==> config.mk <==
export PLATFORM = sky130hd
export DESIGN_NAME = emf_regs
export DESIGN_NICKNAME = d
export VERILOG_FILES = /design/src/rtl/emf_pkg.sv /design/src/rtl/emf_regs.sv /design/src/rtl/emf_sat_counter.sv
export SDC_FILE = /design/constraint.sdc
export NUM_CORES = 1
export LEC_CHECK = 0
export ABC_AREA = 1
export BUFFER_PORTS_ARGS = -buffer_cell sky130_fd_sc_hd__buf_2
export CAP_MARGIN = 20
export CORE_UTILIZATION = 60
export CTS_BUF_LIST = sky130_fd_sc_hd__clkbuf_4 sky130_fd_sc_hd__clkbuf_8
export DETAILED_ROUTE_END_ITERATION = 6
export GPL_TIMING_DRIVEN = 0
export PLACE_DENSITY_LB_ADDON = 0.15
export SLEW_MARGIN = 10
export SYNTH_ARGS = -nofsm -noshare
export SYNTH_HDL_FRONTEND = slang
export SYNTH_SLANG_ARGS = --single-unit
==> constraint.sdc <==
create_clock -name MCLK_I -period 3.4 [get_ports MCLK_I]
set_clock_uncertainty 0.15 [all_clocks]
set_input_delay 0.34 -clock MCLK_I [delete_from_list [all_inputs] [get_ports MCLK_I]]
set_output_delay 0.34 -clock MCLK_I [all_outputs]
set_load 0.005 [all_outputs]
==> src/rtl/emf_pkg.sv <==
// Contract
// - Every address in device space is answered.
// - Writes to undefined or read-only registers ignored.
// - Reserved-bit writes never change operation.
// - Reserved and unsupported bits read zero.
// - FEC register behaviour only when FEC present.
// - FEC control bits cleared on PHY reset.
// - FEC counters clear on read and reset.
// - FEC counters saturate at all ones.
package emf_pkg;

  localparam int unsigned EMF_DW = 16;
  localparam int unsigned EMF_AW = 16;
  localparam int unsigned EMF_NUM_CNT = 3;

  // Register offsets inside the management device space.
  localparam logic [EMF_AW-1:0] EMF_ADDR_CTRL = 16'h0000;
  localparam logic [EMF_AW-1:0] EMF_ADDR_STAT = 16'h0001;
  localparam logic [EMF_AW-1:0] EMF_ADDR_CNT_BASE = 16'h0002;

  // Control register fields.
  localparam int unsigned EMF_CTRL_EN_BIT = 0;
  localparam int unsigned EMF_CTRL_IND_BIT = 1;
  localparam logic [EMF_DW-1:0] EMF_CTRL_MASK = 16'h0003;
  localparam logic [EMF_DW-1:0] EMF_CTRL_RST = 16'h0000;

  // Status register fields.
  localparam int unsigned EMF_STAT_ABIL_BIT = 0;
  localparam int unsigned EMF_STAT_IND_ABIL_BIT = 1;

  // Counter values.
  localparam logic [EMF_DW-1:0] EMF_CNT_RST = 16'h0000;
  localparam logic [EMF_DW-1:0] EMF_CNT_MAX = 16'hffff;
  localparam logic [EMF_DW-1:0] EMF_ZERO = 16'h0000;

  typedef struct packed {
    logic valid;
    logic write;
    logic [EMF_AW-1:0] addr;
    logic [EMF_DW-1:0] wdata;
  } emf_req_t;

  typedef struct packed {
    logic ack;
    logic [EMF_DW-1:0] rdata;
  } emf_rsp_t;

  // Bit 0 feeds counter 0, bit 1 counter 1, bit 2 counter 2.
  typedef struct packed {
    logic symbol_err;
    logic uncorrected;
    logic corrected;
  } emf_fec_evt_t;

endpackage

==> src/rtl/emf_regs.sv <==
`timescale 1ns/1ns
`default_nettype none
module emf_regs
  import emf_pkg::*;
#(
  parameter bit FEC_PRESENT = 1'b1
) (
  input wire logic MCLK_I,
  input wire logic RST_I,
  input wire logic PHY_RST_I,
  input wire emf_req_t MGMT_REQ_I,
  output emf_rsp_t MGMT_RSP_O,
  input wire emf_fec_evt_t FEC_EVT_I,
  output logic FEC_ENABLE_O,
  output logic FEC_ERR_IND_EN_O,
  output logic [EMF_NUM_CNT-1:0] CNT_SAT_O
);

  function automatic logic addr_is(input logic [EMF_AW-1:0] a, input logic [EMF_AW-1:0] off);
    return a == off;
  endfunction

  logic clear_all;
  logic rd_req;
  logic wr_req;
  logic hit_ctrl;
  logic hit_stat;
  logic [EMF_NUM_CNT-1:0] hit_cnt;
  logic [EMF_NUM_CNT-1:0] evt_vec;
  logic [EMF_NUM_CNT-1:0] rd_clr;
  logic [EMF_NUM_CNT-1:0] inc;
  logic [EMF_DW-1:0] cnt_val [EMF_NUM_CNT];
  logic [EMF_DW-1:0] rd_chain [EMF_NUM_CNT+1];
  logic [EMF_DW-1:0] ctrl_reg;
  logic [EMF_DW-1:0] ctrl_next;
  logic [EMF_DW-1:0] stat_val;
  logic [EMF_DW-1:0] rd_ctrl;
  logic [EMF_DW-1:0] rd_stat;
  logic [EMF_DW-1:0] rd_mux;
  logic ack_reg;
  logic [EMF_DW-1:0] rdata_reg;

  // A PHY reset clears the control register and counters like the block reset; ack_reg and rdata_reg see only RST_I.
  assign clear_all = RST_I | PHY_RST_I;
  assign rd_req = MGMT_REQ_I.valid & ~MGMT_REQ_I.write;
  assign wr_req = MGMT_REQ_I.valid & MGMT_REQ_I.write;
  assign hit_ctrl = addr_is(MGMT_REQ_I.addr, EMF_ADDR_CTRL);
  assign hit_stat = addr_is(MGMT_REQ_I.addr, EMF_ADDR_STAT);
  assign evt_vec = FEC_EVT_I;

  // Only the defined control bits are stored, so reserved bits cannot steer anything.
  // Status and counters are read-only and have no write path at all.
  assign ctrl_next = (wr_req && hit_ctrl && FEC_PRESENT) ?
                     (MGMT_REQ_I.wdata & EMF_CTRL_MASK) : ctrl_reg;

  always_ff @(posedge MCLK_I) begin
    if (clear_all) begin
      ctrl_reg <= EMF_CTRL_RST;
    end else begin
      ctrl_reg <= ctrl_next;
    end
  end

  assign FEC_ENABLE_O = ctrl_reg[EMF_CTRL_EN_BIT];
  assign FEC_ERR_IND_EN_O = ctrl_reg[EMF_CTRL_IND_BIT];

  // Ability bits report what was built; without FEC every bit is unsupported.
  always_comb begin
    stat_val = EMF_ZERO;
    stat_val[EMF_STAT_ABIL_BIT] = FEC_PRESENT;
    stat_val[EMF_STAT_IND_ABIL_BIT] = FEC_PRESENT;
  end

  assign rd_ctrl = (hit_ctrl && FEC_PRESENT) ? (ctrl_reg & EMF_CTRL_MASK) : EMF_ZERO;
  assign rd_stat = hit_stat ? stat_val : EMF_ZERO;
  assign rd_chain[0] = rd_ctrl | rd_stat;

  genvar gi;
  generate
    for (gi = 0; gi < EMF_NUM_CNT; gi++) begin : g_cnt
      assign hit_cnt[gi] = addr_is(MGMT_REQ_I.addr, EMF_ADDR_CNT_BASE + EMF_AW'(gi));
      // Counters only read back, clear on read and count when FEC is built in.
      assign rd_clr[gi] = rd_req & hit_cnt[gi] & FEC_PRESENT;
      assign inc[gi] = evt_vec[gi] & FEC_PRESENT;
      assign CNT_SAT_O[gi] = (cnt_val[gi] == EMF_CNT_MAX);
      // Pre-clear value is taken here in the same cycle as the clear.
      assign rd_chain[gi+1] = rd_chain[gi] |
                              ((hit_cnt[gi] && FEC_PRESENT) ? cnt_val[gi] : EMF_ZERO);

      emf_sat_counter u_cnt (
        .MCLK_I(MCLK_I),
        .srst_i(clear_all),
        .rd_clr_i(rd_clr[gi]),
        .inc_i(inc[gi]),
        .count_o(cnt_val[gi])
      );
    end
  endgenerate

  // Unmapped addresses fall through as zero, so every address gets an answer.
  assign rd_mux = rd_chain[EMF_NUM_CNT];

  always_ff @(posedge MCLK_I) begin
    if (RST_I) begin
      ack_reg <= 1'b0;
      rdata_reg <= EMF_ZERO;
    end else begin
      ack_reg <= MGMT_REQ_I.valid;
      rdata_reg <= rd_req ? rd_mux : EMF_ZERO;
    end
  end

  assign MGMT_RSP_O.ack = ack_reg;
  assign MGMT_RSP_O.rdata = rdata_reg;

endmodule // emf_regs
`default_nettype wire

==> src/rtl/emf_sat_counter.sv <==
`timescale 1ns/1ns
`default_nettype none
module emf_sat_counter
  import emf_pkg::*;
(
  input wire logic MCLK_I,
  input wire logic srst_i,
  input wire logic rd_clr_i,
  input wire logic inc_i,
  output logic [EMF_DW-1:0] count_o
);

  logic [EMF_DW-1:0] count_reg;
  logic [EMF_DW-1:0] count_next;
  logic [EMF_DW-1:0] base;

  // A read clears first, then a same-cycle event lands on the fresh zero.
  assign base = rd_clr_i ? EMF_CNT_RST : count_reg;
  assign count_next = (inc_i && base != EMF_CNT_MAX) ? base + 16'h0001 : base;
  assign count_o = count_reg;

  always_ff @(posedge MCLK_I) begin
    if (srst_i) begin
      count_reg <= EMF_CNT_RST;
    end else begin
      count_reg <= count_next;
    end
  end

endmodule // emf_sat_counter
`default_nettype wire

==> impl_metrics.py, run 1 <==
metrics = {
    "cts": {
        "ctsHoldBuffers": 0,
        "ctsResizeCount": 0,
        "cts_buffers": 9,
        "cts_htree_levels": 3,
        "clk_latency_ns": 0.36,
        "clk_path_buf_depth": 2,
        "clkTransAtPathRegs_ns": 0.08,
        "cts_tree": "done",
        "cts_setup_buffers": 0,
        "cts.sinks": 67,
        "root_buffer": "clkbuf_8",
    },
    "global_routing": {
        "grt_use_met2_pct": 53.82,
        "grt_pass1_vias": 4273,
        "met1_usage_pct": 42.68,
        "antenna_found_initial": 0,
        "gr-total-overflow": 0,
        "grt.total_usage_pct": 33.59,
        "grtUsageMet3_pct": 6.064,
        "grt-busiest-layer": "met2",
        "grt_max_degree": 12,
        "grt_pass1_wl_um": 19580,
    },
    "timing": {
        "rsz0062_at_grt": "false",
        "post-route-min-period_ns": 2.869,
        "slew_headroom_pct": 50.58,
        "max_freq_ghz": 0.3486,
        "worst_pin_slew_ns": 0.7413,
        "hold_viol": 0,
        "tns_ns": 0,
        "final-setup-viol-count": 0,
        "hold_ws_ns": 0.01653,
        "post-route-period-util_pct": 84.37,
        "final_max_slew_viol_count": 0,
    },
    "synthesis": {
        "synth-seq-cells": 67,
        "synth_area_um2": 4232,
        "syn_inst": 666,
        "synth.avg_cell_area_um2": 6.354,
        "synth-edff-count": 0,
        "synthFlopType": "dfxtp_1",
        "seq_area_frac_synth_pct": 31.70,
        "synth_cell_type_count": 41,
        "ys_top_cells_by_area": "dfxtp_1 (32%), nand2_1 (13%), inv_1 (9.1%)",
        "async_reset_ff_share_pct": 0,
        "yosysWarnings": 0,
        "yosysTopAreaCell": "dfxtp_1",
        "syn_nets": 709,
        "synth_top_area_share_pct": 31.70,
    },
    "worst_setup_path": {
        "cp_data_arrival_time_ns": 2.95,
        "max_stage_delay_ns": 0.28,
        "crit_path_end_kind": "flop",
        "critical_path_class": "in2reg",
        "cp_cell_sequence": "buf_2 -> nor2_1 -> nand2_1 -> nor2_8 -> nand3_4 -> buf_2 -> buf_2 -> nand2_1 -> inv_1 -> ha_1 -> nand3_1 -> nor3_2 -> nand4_2 -> inv_2 -> nand2_4 -> nand2_1 -> xor2_1 -> nor2_1",
        "start_kind": "input pin",
        "cp_max_fo": 10,
        "worstPathRequired_ns": 3.49,
        "cp_slowest_cell": "buf_2",
    },
    "routing": {
        "first_pass_iters": 5,
        "route.detailed.drc": 0,
        "wl_per_cell_um": 14.46,
        "drt-initial-drc-count": 422,
        "ant_nets": 0,
        "vias": 4602,
        "viasPerCell": 5.578,
        "routed_wl_um": 11930,
    },
    "floorplanning": {
        "die_y_um": 85.98,
        "ios": 62,
        "num_rows": 30,
        "die_area_um2": 7393,
        "start_util_pct": 62.28,
        "core_area_um2": 6794,
        "die_x_um": 85.98,
    },
    "placement": {
        "io_buffers": 47,
        "place_congestion": 0.9450,
        "dpl.hpwl_um": 8614,
    },
    "finish": {
        "nets": 767,
        "largest_register_ffs": 48,
        "drive_above_1_share_pct": 17.42,
        "antenna_cells": 0,
        "area_growth_pct": 13.42,
    },
    "min_path": {
        "hold_path.class": "in2reg",
    },
    "job": {
        "cap_violations": 0,
    },
    "pwr": {
        "powerDensity_nw_per_um2": 332.9,
        "leakagePower_nw": 2.264,
        "max-vdd-ir-drop_mv": 0.1921,
    },
    "status": {
        "status": "completed",
    },
}
per-layer routing:
| metal | part of all wire [%] | vias up |
|---|---|---|
| met5 | 0 | - |
| met4 | 3.1 | 0 |
| met3 | 8.9 | 36 |
| met2 | 46 | 238 |
| met1 | 42 | 2073 |
| li1 | - | 2255 |
worst max-delay path, delay by kind of cell:
| family | cells | cell delay (ns) |
|---|---|---|
| adder cells (fa/ha/maj) | 1 | 0.22 |
| AND/OR/NAND/NOR | 11 | 1.36 |
| buffers and inverters | 5 | 0.82 |
| XOR/XNOR | 1 | 0.20 |
kinds of logic (layout without fill, tap and decap cells):
kind of cell               count (synthesis)  count (layout)  share of synthesized area, %
DFF                                       67              67                         31.70
adders and majority gates                  3               3                        0.8871
buffers and inverters                    129             192                         12.54
AOI/OAI and AO/OA                         78              78                         10.62
xor gates and xnor gates                   2               2                        0.4140
and+or+nand+nor                          387             387                         43.85
cell type report:
type	instances	area [um2]
clock buffers	12	165.2
flip-flops and latches	67	1341
well taps	96	120.1
multi-input cells	470	2360
clock inverters	4	47.55
plain buffers	18	113.9
fillers	564	1994
repair buffers	47	235.2
inverters	111	416.7
per-stage QoR:
stage / cells / utilization, % / total power, mW / setup slack (ns) / area (um2)
final: 825 / 70.64 / 1.598 / 0.5314 / 4800
after global routing: 825 / 70.64 / 1.640 / 0.3067 / 4800
after CTS: 825 / 70.64 / 1.594 / 0.6004 / 4800
after detailed placement: 809 / 67.51 / 0.8871 / 0.2994 / 4587
after global placement: 809 / 67.51 / 0.8840 / 0.3870 / 4587
after floorplan: 666 / - / 0.8522 / 0.8183 / 4232
cell usage in the layout, fill, tap and decap left out, types with 3 or more instances in the layout:
master	count
dfxtp_1	67
buf_6	4
a21oi_1	25
o22ai_1	3
nand2_1	152
nor2_2	10
buf_2	54
o21ai_1	7
nand2_4	4
nand3_4	3
nand2_2	10
nor2_1	96
nand3_1	58
nor3_1	14
nor3_2	4
inv_2	8
clkbuf_8	12
inv_1	103
a21boi_1	5
nand3_2	3
and2_1	3
o21ai_0	23
nand4_1	18
clkbuf_1	4
a31oi_1	5
ha_1	3
nand3b_1	3
power breakdown:
group / total (mW) / leakage [nW] / switching, mW / internal (mW)
Sequential: 0.791 / 0.540 / 0.00336 / 0.788
Clock: 0.727 / 0.108 / 0.330 / 0.396
Combinational: 0.0797 / 1.62 / 0.0525 / 0.0271
final timing paths:
kind                                                 from  slack, ns  cells past startpoint                         end
worst max-delay path                       MGMT_REQ_I[27]       0.53                     18  g_cnt[2].u_cnt.count_o[14]
worst min-delay path                                RST_I       0.02                      2                     ack_reg
worst max register to register  g_cnt[2].u_cnt.count_o[1]       1.23                     11  g_cnt[2].u_cnt.count_o[14]
worst min register to register                ctrl_reg[0]       0.35                      2                 ctrl_reg[0]
cells in the mapped netlist (3+ instances only):
cell type,number
nand3_1,58
dfxtp_1,67
and2_1,3
a21boi_1,5
clkbuf_1,4
inv_2,8
ha_1,3
o21ai_0,23
nand3_2,3
inv_1,103
nor2_1,96
buf_2,7
a21oi_1,25
o22ai_1,3
nand4_1,18
a31oi_1,5
nand2_1,152
nand2_4,4
nand3_4,3
nor3_2,4
o21ai_1,7
nor2_2,10
buf_6,4
nand3b_1,3
nor3_1,14
nand2_2,10
Note: power is estimated with default switching activity, not from simulation.
==> run 2, diff against run 1 <==
--- a/config.mk
+++ b/config.mk
@@ -8,7 +8,7 @@
 export ABC_AREA = 1
 export BUFFER_PORTS_ARGS = -buffer_cell sky130_fd_sc_hd__buf_2
 export CAP_MARGIN = 20
-export CORE_UTILIZATION = 60
+export CORE_UTILIZATION = 54
 export CTS_BUF_LIST = sky130_fd_sc_hd__clkbuf_4 sky130_fd_sc_hd__clkbuf_8
 export DETAILED_ROUTE_END_ITERATION = 6
 export GPL_TIMING_DRIVEN = 0
==> constraint.sdc (replaced) <==
create_clock -name MCLK_I -period 2.35 [get_ports MCLK_I]
set_clock_uncertainty 0.15 [all_clocks]
set_input_delay 0.235 -clock MCLK_I [delete_from_list [all_inputs] [get_ports MCLK_I]]
set_output_delay 0.235 -clock MCLK_I [all_outputs]
set_load 0.005 [all_outputs]
==> impl_metrics.py, run 2 (same netlist as run 1, synthesis figures left out) <==
metrics = {
    "routing": {
        "drt-initial-drc-count": 267,
        "routed_wl_um": 11860,
        "first_pass_iters": 5,
        "ant_nets": 0,
        "viasPerCell": 5.423,
        "vias": 4642,
        "route.detailed.drc": 0,
        "wl_per_cell_um": 13.85,
    },
    "worst_setup_path": {
        "crit_path_end_kind": "flop",
        "cp_top_family": "simple AND/OR/NAND/NOR gates",
        "critPathMostFrequentCell": "nand2_1",
        "critical_path_class": "in2reg",
        "cp_slowest_cell": "buf_6",
        "critPathBufInv": 4,
        "cp_cell_sequence": "buf_2 -> nor2_2 -> nand3_2 -> nor2_4 -> nand3_4 -> buf_6 -> nand2_1 -> inv_1 -> ha_2 -> nand3_1 -> nor3_2 -> nand4_2 -> inv_2 -> nand2_4 -> nand2_2 -> nor2_2 -> nand2_1 -> nand2_1 -> nor2_1",
        "cp_max_fo": 10,
        "max_stage_delay_ns": 0.20,
        "cp_data_arrival_time_ns": 2.30,
        "worstPathRequired_ns": 2.44,
        "start_kind": "input pin",
    },
    "placement": {
        "dpl.hpwl_um": 8706,
        "dp_cells": 812,
        "place_congestion": 0.9562,
        "io_buffers": 47,
    },
    "floorplanning": {
        "die_area_um2": 8194,
        "start_util_pct": 57.12,
        "ios": 62,
        "die_x_um": 90.52,
        "die_y_um": 90.52,
        "core_area_um2": 7408,
        "num_rows": 31,
    },
    "cts": {
        "cts_tree": "done",
        "cts_buffers": 9,
        "cts_htree_levels": 3,
        "clk_latency_ns": 0.35,
        "clkTransAtPathRegs_ns": 0.07,
        "clk_path_buf_depth": 2,
        "root_buffer": "clkbuf_8",
        "cts.sinks": 67,
    },
    "global_routing": {
        "grt_pass1_wl_um": 19510,
        "antenna_found_initial": 0,
        "gr-total-overflow": 0,
        "grt_max_degree": 12,
        "grt_pass1_vias": 4335,
        "grt.total_usage_pct": 29.60,
    },
    "timing": {
        "final_max_slew_viol_count": 0,
        "max_freq_ghz": 0.4533,
        "hold_viol": 0,
        "worst_pin_slew_ns": 0.7121,
        "final-setup-viol-count": 0,
        "tns_ns": 0,
        "post-route-period-util_pct": 93.88,
        "slew_headroom_pct": 52.52,
        "rsz0062_at_grt": "true",
        "post-route-min-period_ns": 2.206,
    },
    "finish": {
        "utilization_pct": 68.59,
        "area_growth_pct": 20.08,
        "antenna_cells": 0,
        "stdcell_count": 856,
        "final_cell_mix": "nand2_1 (150), inv_1 (103), nor2_1 (89), dfxtp_1 (67), nand3_1 (57)",
        "final_common_cell": "nand2_1",
        "largest_register_ffs": 48,
        "drive_above_1_share_pct": 21.93,
        "nets": 795,
    },
    "pwr": {
        "max-vdd-ir-drop_mv": 0.3751,
        "total_power_mw": 2.186,
        "powerDensity_nw_per_um2": 430.2,
        "leakagePower_nw": 2.340,
    },
    "status": {
        "status": "completed",
    },
    "min_path": {
        "hold_path.class": "in2reg",
    },
    "job": {
        "cap_violations": 0,
    },
}
[run 2: power breakdown]
group	internal, mW	switching, mW
combinational	0.0460	0.0793
sequential	1.14	0.00531
clock	0.449	0.467
[run 2: final timing paths]
check / start / to / slack (ns) / cells past startpoint
max: MGMT_REQ_I[16] / g_cnt[2].u_cnt.count_o[4] / 0.14 / 19
min reg2reg: ctrl_reg[1] / ctrl_reg[1] / 0.34 / 2
min: FEC_EVT_I[2] / g_cnt[2].u_cnt.count_o[1] / 0.08 / 3
max reg2reg: g_cnt[0].u_cnt.count_o[0] / g_cnt[0].u_cnt.count_o[5] / 0.32 / 12
[run 2: final cells by class]
cell class / instances / area [um2]
buffer: 15 / 105.1
multi-input combinational: 470 / 2432
timing repair buffer: 78 / 478.0
fill: 675 / 2327
inverter: 111 / 416.7
tap: 99 / 123.9
clock buffer: 12 / 158.9
sequential: 67 / 1341
clock inverter: 4 / 25.02
[run 2: layer usage]
layer  up-vias  wire [um]  GRT usage, %
met1      2142       5123         36.94
met3        34        787         5.219
li1       2302          -             -
met2       164       5639         49.62
met5         -          0             0
met4         0        307         13.17
[run 2: what timing repair did]
item                                   4_1_cts  5_1_grt
pin swaps                                    6       12
setup endpoints to repair                   23       48
setup buffers                                7       20
endpoints found under the hold margin        3        0
gates resized for setup                      7       14
hold buffers                                 4        0
[run 2: worst min-delay path: stages]
cell and delay, ns:
buf_2 0.14, nand2_2 0.10, a21oi_1 0.07
[run 2: per-stage QoR]
stage | hold WS (ns) | setup WS [ns] | area, um2
3_3_place_gp | 0.2927 | -0.3711 | 4607
6_report | 0.08408 | 0.1439 | 5081
2_1_floorplan | 0.1574 | 0.01639 | 4248
4_1_cts | 0.07317 | 0.01761 | 4912
3_5_place_dp | 0.2956 | -0.4513 | 4607
5_1_grt | 0.08827 | -0.05081 | 5081
